--- src/rtl/frt_params.svh ---
// Offsets, field positions, reset values and timing counts of the free-running timer
`ifndef FRT_PARAMS_SVH
`define FRT_PARAMS_SVH

// ==========================================================
// Register byte offsets
`define FRT_OFS_FLAGS      8'h00
`define FRT_OFS_COUNT      8'h04
`define FRT_OFS_CMP_A      8'h08
`define FRT_OFS_CMP_B      8'h0C
`define FRT_OFS_IRQ_MASK   8'h10
`define FRT_OFS_IRQ_STAT   8'h14

// ==========================================================
// Field positions, shared by flags, mask and interrupt status except clear-A, which is in flags only
`define FRT_BIT_CMP_A      3
`define FRT_BIT_CMP_B      2
`define FRT_BIT_WRAP       1
`define FRT_BIT_CLR_A      0

// ==========================================================
// Reset values
`define FRT_RST_FLAGS      8'h00
`define FRT_RST_COUNT      16'h0000
`define FRT_RST_CMP        16'hFFFF
`define FRT_RST_MASK       8'h00
`define FRT_COUNT_MAX      16'hFFFF

// ==========================================================
// Timing: count clock period in ns, divider derived from 20 MHz
`define FRT_CLK_NS         50
`define FRT_TICK_NS        50
`define FRT_TICK_DIV       ((`FRT_TICK_NS + `FRT_CLK_NS - 1) / `FRT_CLK_NS)

`endif

--- src/rtl/frt_pkg.sv ---
// Types shared by the free-running timer
package frt_pkg;

	// ==========================================================
	// Wishbone classic request from the master
	typedef struct packed {
		logic        cyc;
		logic        stb;
		logic        we;
		logic [3:0]  sel;
		logic [7:0]  adr;
		logic [31:0] dat;
	} wb_req_t;

	// ==========================================================
	// Hardware event flags
	typedef struct packed {
		logic cmp_a;
		logic cmp_b;
		logic wrap;
	} timer_flags_t;

endpackage : frt_pkg

--- src/rtl/free_running_timer_status.sv ---
// Free-running 16-bit timer with compare flags, counter clear and Wishbone registers
//
// The register addresses and the Wishbone register port were decided locally.
`timescale 1ns/10ps
`include "frt_params.svh"

module free_running_timer_status
	import frt_pkg::*;
#(
	parameter int unsigned TICK_DIV = `FRT_TICK_DIV
) (
	input  wire logic        i_clk,
	input  wire logic        i_rst,
	input  wire wb_req_t     i_wb,
	output logic             o_wb_ack,
	output logic [31:0]      o_wb_dat,
	output logic             o_irq
);

	// ==========================================================
	// State
	timer_flags_t flags_reg;
	timer_flags_t armed_reg;
	timer_flags_t irq_stat_reg;
	timer_flags_t irq_mask_reg;
	logic         clr_a_reg;
	logic [15:0]  count_reg;
	logic [15:0]  cmp_a_reg;
	logic [15:0]  cmp_b_reg;
	logic [7:0]   div_reg;
	logic         ack_reg;
	logic [31:0]  dat_reg;

	// ==========================================================
	// Bus decode
	wire logic       req       = i_wb.cyc & i_wb.stb;
	wire logic       commit    = req & ack_reg;
	wire logic       wr_commit = commit & i_wb.we;
	wire logic       rd_commit = commit & ~i_wb.we;
	wire logic [7:0] ofs       = {i_wb.adr[7:2], 2'b00};
	wire logic       sel_flags = (ofs == `FRT_OFS_FLAGS);
	wire logic       sel_count = (ofs == `FRT_OFS_COUNT);
	wire logic       sel_cmp_a = (ofs == `FRT_OFS_CMP_A);
	wire logic       sel_cmp_b = (ofs == `FRT_OFS_CMP_B);
	wire logic       sel_mask  = (ofs == `FRT_OFS_IRQ_MASK);
	wire logic       sel_stat  = (ofs == `FRT_OFS_IRQ_STAT);
	wire logic       wr_lane0  = wr_commit & i_wb.sel[0];
	wire logic       cnt_wr    = wr_commit & sel_count & (|i_wb.sel[1:0]);

	function automatic logic [15:0] merge16(input logic [15:0] old, input wb_req_t w);
		merge16 = {w.sel[1] ? w.dat[15:8] : old[15:8], w.sel[0] ? w.dat[7:0] : old[7:0]};
	endfunction : merge16

	// ==========================================================
	// Count clock divider
	wire logic tick = (div_reg == 8'(TICK_DIV - 1));

	always_ff @(posedge i_clk) begin
		if (i_rst || tick) begin
			div_reg <= 8'h00;
		end else begin
			div_reg <= div_reg + 8'h01;
		end
	end

	// ==========================================================
	// Counter and match detection
	wire logic   match_a = tick & (count_reg == cmp_a_reg);
	wire logic   match_b = tick & (count_reg == cmp_b_reg);
	wire logic   clr_hit = match_a & clr_a_reg;
	wire logic   wrap    = tick & ~clr_hit & (count_reg == `FRT_COUNT_MAX);
	logic [15:0] count_next;

	// A software write to the count wins over a tick in the same cycle
	always_comb begin
		count_next = count_reg;
		if (cnt_wr) begin
			count_next = merge16(count_reg, i_wb);
		end else if (clr_hit) begin
			count_next = `FRT_RST_COUNT;
		end else if (tick) begin
			count_next = count_reg + 16'h0001;
		end
	end

	always_ff @(posedge i_clk) begin
		if (i_rst) begin
			count_reg <= `FRT_RST_COUNT;
		end else begin
			count_reg <= count_next;
		end
	end

	// ==========================================================
	// Flags: set wins over clear
	timer_flags_t ev;
	timer_flags_t wr0;
	timer_flags_t flags_next;
	timer_flags_t armed_next;
	wire logic    flag_wr = wr_lane0 & sel_flags;

	assign ev  = '{cmp_a: match_a, cmp_b: match_b, wrap: wrap};
	assign wr0 = '{cmp_a: ~i_wb.dat[`FRT_BIT_CMP_A],
	               cmp_b: ~i_wb.dat[`FRT_BIT_CMP_B],
	               wrap:  ~i_wb.dat[`FRT_BIT_WRAP]};

	// Only a zero written to a flag that was seen as one clears it
	assign flags_next = ev | (flags_reg & ~(flag_wr ? (wr0 & armed_reg) : 3'b000));
	assign armed_next = flag_wr ? 3'b000 :
	                    (rd_commit & sel_flags) ? (armed_reg | flags_reg) : armed_reg;

	always_ff @(posedge i_clk) begin
		if (i_rst) begin
			flags_reg <= 3'b000;
			armed_reg <= 3'b000;
		end else begin
			flags_reg <= flags_next;
			armed_reg <= armed_next;
		end
	end

	// ==========================================================
	// Control, compare and interrupt registers
	wire logic [7:0] stat_w1c = (wr_lane0 & sel_stat) ? i_wb.dat[7:0] : 8'h00;

	always_ff @(posedge i_clk) begin
		if (i_rst) begin
			clr_a_reg    <= 1'b0;
			cmp_a_reg    <= `FRT_RST_CMP;
			cmp_b_reg    <= `FRT_RST_CMP;
			irq_mask_reg <= 3'b000;
			irq_stat_reg <= 3'b000;
		end else begin
			if (flag_wr) begin
				clr_a_reg <= i_wb.dat[`FRT_BIT_CLR_A];
			end
			if (wr_commit && sel_cmp_a) begin
				cmp_a_reg <= merge16(cmp_a_reg, i_wb);
			end
			if (wr_commit && sel_cmp_b) begin
				cmp_b_reg <= merge16(cmp_b_reg, i_wb);
			end
			if (wr_lane0 && sel_mask) begin
				irq_mask_reg <= i_wb.dat[`FRT_BIT_CMP_A:`FRT_BIT_WRAP];
			end
			irq_stat_reg <= ev | (irq_stat_reg & ~stat_w1c[`FRT_BIT_CMP_A:`FRT_BIT_WRAP]);
		end
	end

	assign o_irq = |(irq_stat_reg & irq_mask_reg);

	// ==========================================================
	// Wishbone answer: ack one cycle after the request, for one cycle
	logic [31:0] rd_mux;

	always_comb begin
		rd_mux = 32'h0000_0000;
		if (sel_flags) begin
			rd_mux = {28'h000_0000, flags_reg, clr_a_reg};
		end else if (sel_count) begin
			rd_mux = {16'h0000, count_reg};
		end else if (sel_cmp_a) begin
			rd_mux = {16'h0000, cmp_a_reg};
		end else if (sel_cmp_b) begin
			rd_mux = {16'h0000, cmp_b_reg};
		end else if (sel_mask) begin
			rd_mux = {28'h000_0000, irq_mask_reg, 1'b0};
		end else if (sel_stat) begin
			rd_mux = {28'h000_0000, irq_stat_reg, 1'b0};
		end
	end

	always_ff @(posedge i_clk) begin
		if (i_rst) begin
			ack_reg <= 1'b0;
			dat_reg <= 32'h0000_0000;
		end else begin
			ack_reg <= req & ~ack_reg;
			if (req && !ack_reg) begin
				dat_reg <= rd_mux;
			end
		end
	end

	assign o_wb_ack = ack_reg;
	assign o_wb_dat = dat_reg;
endmodule : free_running_timer_status

--- config.mk ---
export PLATFORM = sky130hd
export DESIGN_NAME = free_running_timer_status
export DESIGN_NICKNAME = d
export VERILOG_FILES = /design/src/rtl/frt_pkg.sv /design/src/rtl/free_running_timer_status.sv
export VERILOG_INCLUDE_DIRS = /design/src /design/src/rtl
export SDC_FILE = /design/constraint.sdc
export NUM_CORES = 1
export LEC_CHECK = 0
export ABC_AREA = 1
export BUFFER_PORTS_ARGS = -buffer_cell sky130_fd_sc_hd__buf_4
export CAP_MARGIN = 40
export CELL_PAD_IN_SITES_DETAIL_PLACEMENT = 0
export CELL_PAD_IN_SITES_GLOBAL_PLACEMENT = 1
export CORE_MARGIN = 2
export CORE_UTILIZATION = 40
export DETAILED_ROUTE_END_ITERATION = 7
export GPL_ROUTABILITY_DRIVEN = 0
export PLACE_DENSITY = 0.81
export SYNTH_ARGS = -nofsm -noshare
export SYNTH_HDL_FRONTEND = slang
export SYNTH_SLANG_ARGS = --single-unit
--- constraint.sdc ---
create_clock -name i_clk -period 1.9 [get_ports i_clk]
set_input_delay 0.095 -clock i_clk [delete_from_list [all_inputs] [get_ports i_clk]]
set_output_delay 0.095 -clock i_clk [all_outputs]
set_load 0.01 [all_outputs]
### Word-level counts from Yosys, hierarchy flattened

Index checks and enable logic that the tools add are counted.
Widths: inputs -> output; s select.

* register bits: 102
* bits in latches: 0
* memory bits (writable): 0
* bits in read-only memories: 0
* bits of input ports: 49
* memories kept: 0

* add/subtract/negate cells: 2
* multiply operators: 0
* div/mod/pow operators: 0
* magnitude comparators: 0
* eq/ne operators: 10
* shift operators: 0
* muxes and demuxes: 13
* bitwise operators: 31
* reduce and logical (&&, ||, !) cells: 18

Operators with widths (number)
* $mux 16: 7
* $eq 16x16->1: 2
* $add 16x1->16 const B: 1
* $and 1x1->1: 16
* $eq 16x16->1 const B: 1
* $logic_not 8->1: 2
* $mux 8: 2
* $and 3x3->3: 4
* $eq 6x2->1 const B: 2
* $eq 6x3->1 const B: 2
* $mux 4: 3
* $reduce_and 2->1: 6
* $or 3x3->3: 3
* $add 8x1->8 const B: 1
* $eq 6x1->1 const B: 1
* $not 1->1: 6
* $not 3->3: 2
* $logic_and 1x1->1: 4
* $ne 2x2->1 const B: 2
* $reduce_or 2->1: 2
* $mux 3: 1
* $reduce_bool 3->1: 1
* $reduce_or 3->1: 1
* $logic_not 1->1: 1
* $logic_or 1x1->1: 1

### Logic depth before layout (Yosys ltp)

* word-level depth: 9
* gate-level depth with buffers: 14

### Worst setup path before layout

No wires, ideal clock.

* kind: flip-flop to flip-flop
* from: reg ack_reg, in the netlist o_wb_ack
* to: reg count_reg[11]
* library setup time: 0.115 ns
* arrival time: 1.429 ns
* setup slack: 0.356 ns
* stages on the path, launching flop included: 12
* path buffers: 1
* period minus slack after synthesis: 1.544 ns
* path through: dfxtp_1 > and3_1 > nand2_2 > nor2_4 > nand2_4 > nand2_4 > o21ai_2 > buf_6 > a21oi_1 > nand2_1 > nand2_1 > nor2_1

* cells in the longest elaborated chain, start to end: 6
* elaborated cells between the ends (all ways): 8

RTL lines
* from (decl): RTL line free_running_timer_status.sv:31 `logic ack_reg;`
* from (signal assigned): RTL line free_running_timer_status.sv:178 `ack_reg <= req & ~ack_reg;`
* $and 1x1->1 (*): RTL line free_running_timer_status.sv:37 `wire logic commit = req & ack_reg;`
* $and 1x1->1 (*): RTL line free_running_timer_status.sv:38 `wire logic wr_commit = commit & i_wb.we;`
* $and 1x1->1 (*) (2 in series): RTL line free_running_timer_status.sv:48 `wire logic cnt_wr = wr_commit & sel_count & (|i_wb.sel[1:0]);`
* $ne 2x2->1 (no line) or $reduce_bool 3->1 (tied branches)
* $reduce_and 2->1 (no line)
* to (signal assigned): RTL line free_running_timer_status.sv:88 `` count_reg <= `FRT_RST_COUNT; ``
* to (signal assigned): RTL line free_running_timer_status.sv:90 `count_reg <= count_next;`
* to (decl): RTL line free_running_timer_status.sv:27 `logic [15:0] count_reg;`

Every way passes the cells marked *; elsewhere a longest branch is shown, timed or not.
A chain may end at the register's enable or synchronous reset.

### Final worst setup path

* from: reg count_reg[15]
* to: reg count_reg[2]

* cells in the longest elaborated chain, start to end: 5
* elaborated cells between the ends (all ways): 7

RTL lines
* $eq 16x16->1 (*): RTL line free_running_timer_status.sv:68 `wire logic match_a = tick & (count_reg == cmp_a_reg);`
* $and 1x1->1 (*): RTL line free_running_timer_status.sv:68
* $and 1x1->1 (*): RTL line free_running_timer_status.sv:70 `wire logic clr_hit = match_a & clr_a_reg;`
* $reduce_bool 3->1 (no line) or $mux 16 (tied branches)
* $reduce_and 2->1 (no line) or $mux 16 (tied branches)

Marked as above.

==> run metrics <==
Syn Area/Cell=6.46 sq um; total gr overflow=0; clock slew at reported path FFs=60 ps; dpl hpwl=11.3 mm; Root Driver=clkbuf_16; synthesized area=5010 sq um; pin count of the biggest net entering global routing=38; total track usage=23.5%; VDD IR max=0.359 mV; worst r2r path cells=12; FMAX=0.567 GHz; Hold Crit Endpoint=cmp_a_reg[5]; Worst Skew=7.96 ps; die area=13400 sq um; antenna viol nets, final=0; NumNets Final=886; vias per inst=5.05; CTS tree=done; RSZ-0062 raised after global routing=false; final wirelength=15.0 mm; maximum root-to-sink buffer count=2; setup TNS=0 ps; DRT iter0 DRCs=365; Hold WC Path Type=input pin to flop; P_leak=3.01 nW; WP data arrival=2020 ps; HP Start=i_wb[5]; Setup Buffers After CTS=0; cts bufs inserted=9; CORE AREA=12100 sq um; H-tree levels=3; Cell Pwr Density=656 nW/um^2; final setup vio count=0; final hold slack=43.4 ps; wire length per cell=14.9 microns; Max Fanout on Critical Path=6; CP bufs+invs=2; layout cells sized above 1=16.4%; dpl cell area=5580 sq um; Slowest Stage Delay on Critical Path=440 ps; Slew @ Worst Pin=533 ps; Seq/Total Area, Yosys=34.4%; fill cell count=1297; Syn-to-layout area delta=18.2%; capturing element type of the critical path=flop; Final Cell Area=5920 sq um; post-layout min period=1760 ps; first-pass GRT wire length=24.0 mm; nature of the critical path startpoint=flop; vias in the first global route=4638; FF/Latch Area=1730 sq um; Worst R2R End=count_reg[2]; multi-input logic area=2720 sq um; FF+latch count, synth=86; worst slack, placed=73.8 ps; crit-path most repeated cell=nand2_1; Yosys Warn Count=0; critical path, cell by cell=inv_1, nand2_1, nand2_1, nor2_1, nand2_1, nor2_1, nand4_4, and2_4, nand2_1, nand3_1, nand2_1, inv_1; IO Port Bufs=46; WP data required=2160 ps; Max Cap Viol=0; outcome=finished clean; Crit Reg-Reg Startpoint=count_reg[15]; R2R Setup Slk=140 ps; Slew HR=64.1%; row count=40; Initial Util=41.4%; WHS Path Cells=3; Synth Instances=775; Largest delay share family, worst path=simple AND/OR/NAND/NOR gates; fin worst setup slack=136 ps; part of the cycle the worst path needs=92.9%; IO Count=83; Final Hold Viols=0; antenna fix cells=0; DRT Pass-1 Iters=5; Yosys cell types=45; Slew Limit Fails=0; die height=116 microns; total number of vias=5089; Clock Sink Count=86; Critical-path top delay cell=dfxtp_1; Die X=116 microns; Clk Latency, worst-skew pair=360 ps; initial antenna violation count=0; final routed DRC violation total=0; critical setup path kind=flop to flop
## cell type report
type,count,share of cell area (%)
multi-input combinational,552,46.0
inverter,115,7.29
sequential,86,29.2
timing repair buffer,70,8.88
tap,168,3.55
clock inverter,5,0.993
clock buffer,11,4.10
## cells in the mapped netlist, drive strengths merged
master,count,area [sq um]
a22oi,1,7.51
o31ai,4,30.0
nor3b,1,7.51
inv,114,428
o22ai,8,50.1
a211oi,1,7.51
nand4,13,93.8
and2,3,21.3
xnor2,3,26.3
clkbuf,10,37.5
o21ai,36,195
nor4,3,18.8
xor2,6,52.6
conb,1,3.75
nand2,233,905
nor2,82,333
and3,1,6.26
dfxtp,86,1720
nand3,30,160
a21oi,50,258
or2,3,18.8
buf,27,185
clkinv,1,3.75
o211ai,37,278
nor3,14,96.4
a31oi,3,18.8
ha,3,37.5
nand3b,1,7.51
## metrics by stage
stage	utilization [%]	instances	total power [mW]
2_1_floorplan	-	790	2.01
3_3_place_gp	46.1	991	2.10
3_5_place_dp	46.1	991	2.10
4_1_cts	48.5	1007	3.91
5_1_grt	48.9	1007	4.02
6_report	48.9	1007	3.88
## per-layer routing
layer,vias up,GRT usage (%),wire (microns)
met5,-,0,0
met3,19,5.44,1010
li1,2582,-,-
met2,159,36.6,6690
met4,0,7.30,248
met1,2329,32.3,7020
## where the power goes
group          total (mW)  internal [mW]  switching, mW
clock                1.82           1.05          0.765
combinational       0.237         0.0874          0.150
sequential           1.83           1.81         0.0121
## worst max-delay path by stage
stage | endpoint | depth (start not counted) | slack (ps) | start
floorplan | count_reg[11] | 11 | 360 | o_wb_ack
global placement | irq_stat_reg[0] | 10 | 110 | div_reg[0]
detailed placement | flags_reg[0] | 10 | 70 | div_reg[0]
CTS | flags_reg[0] | 10 | 70 | div_reg[0]
global route | count_reg[6] | 12 | 8 | div_reg[0]
finish | count_reg[2] | 12 | 140 | count_reg[15]
## logic make-up (layout without fill, tap and decap cells)
logic type	Yosys count	after routing	share of synthesized area, %
AND/OR/NAND/NOR	384	384	33.3
other	1	16	0.0749
adder cells (fa/ha/maj)	3	3	0.750
XOR/XNOR	9	9	1.57
AO/OA/AOI/OAI	140	140	16.9
buffers and inverters	152	201	13.1
flip-flops	86	86	34.4
## repair_timing
| action | CTS | global route |
|---|---|---|
| endpoints found under the setup margin | 0 | 12 |
| resized for setup | 0 | 11 |
| hold buffers | 0 | 0 |
## placed cells by master (no fill, tap or decap), types with 10 or more instances in the layout
master,count
o21ai_0,33
dfxtp_1,81
nor3_1,10
nor2_1,74
nand2_1,225
inv_1,99
a21oi_1,48
nand3_1,27
conb_1,16
o211ai_1,37
nand4_1,11
inv_2,15
buf_4,70
## worst min-delay path, stage by stage
cell      delay (ps)
buf_4             90
inv_1             40
o211ai_1         150
(Power assumes the default switching activity.)
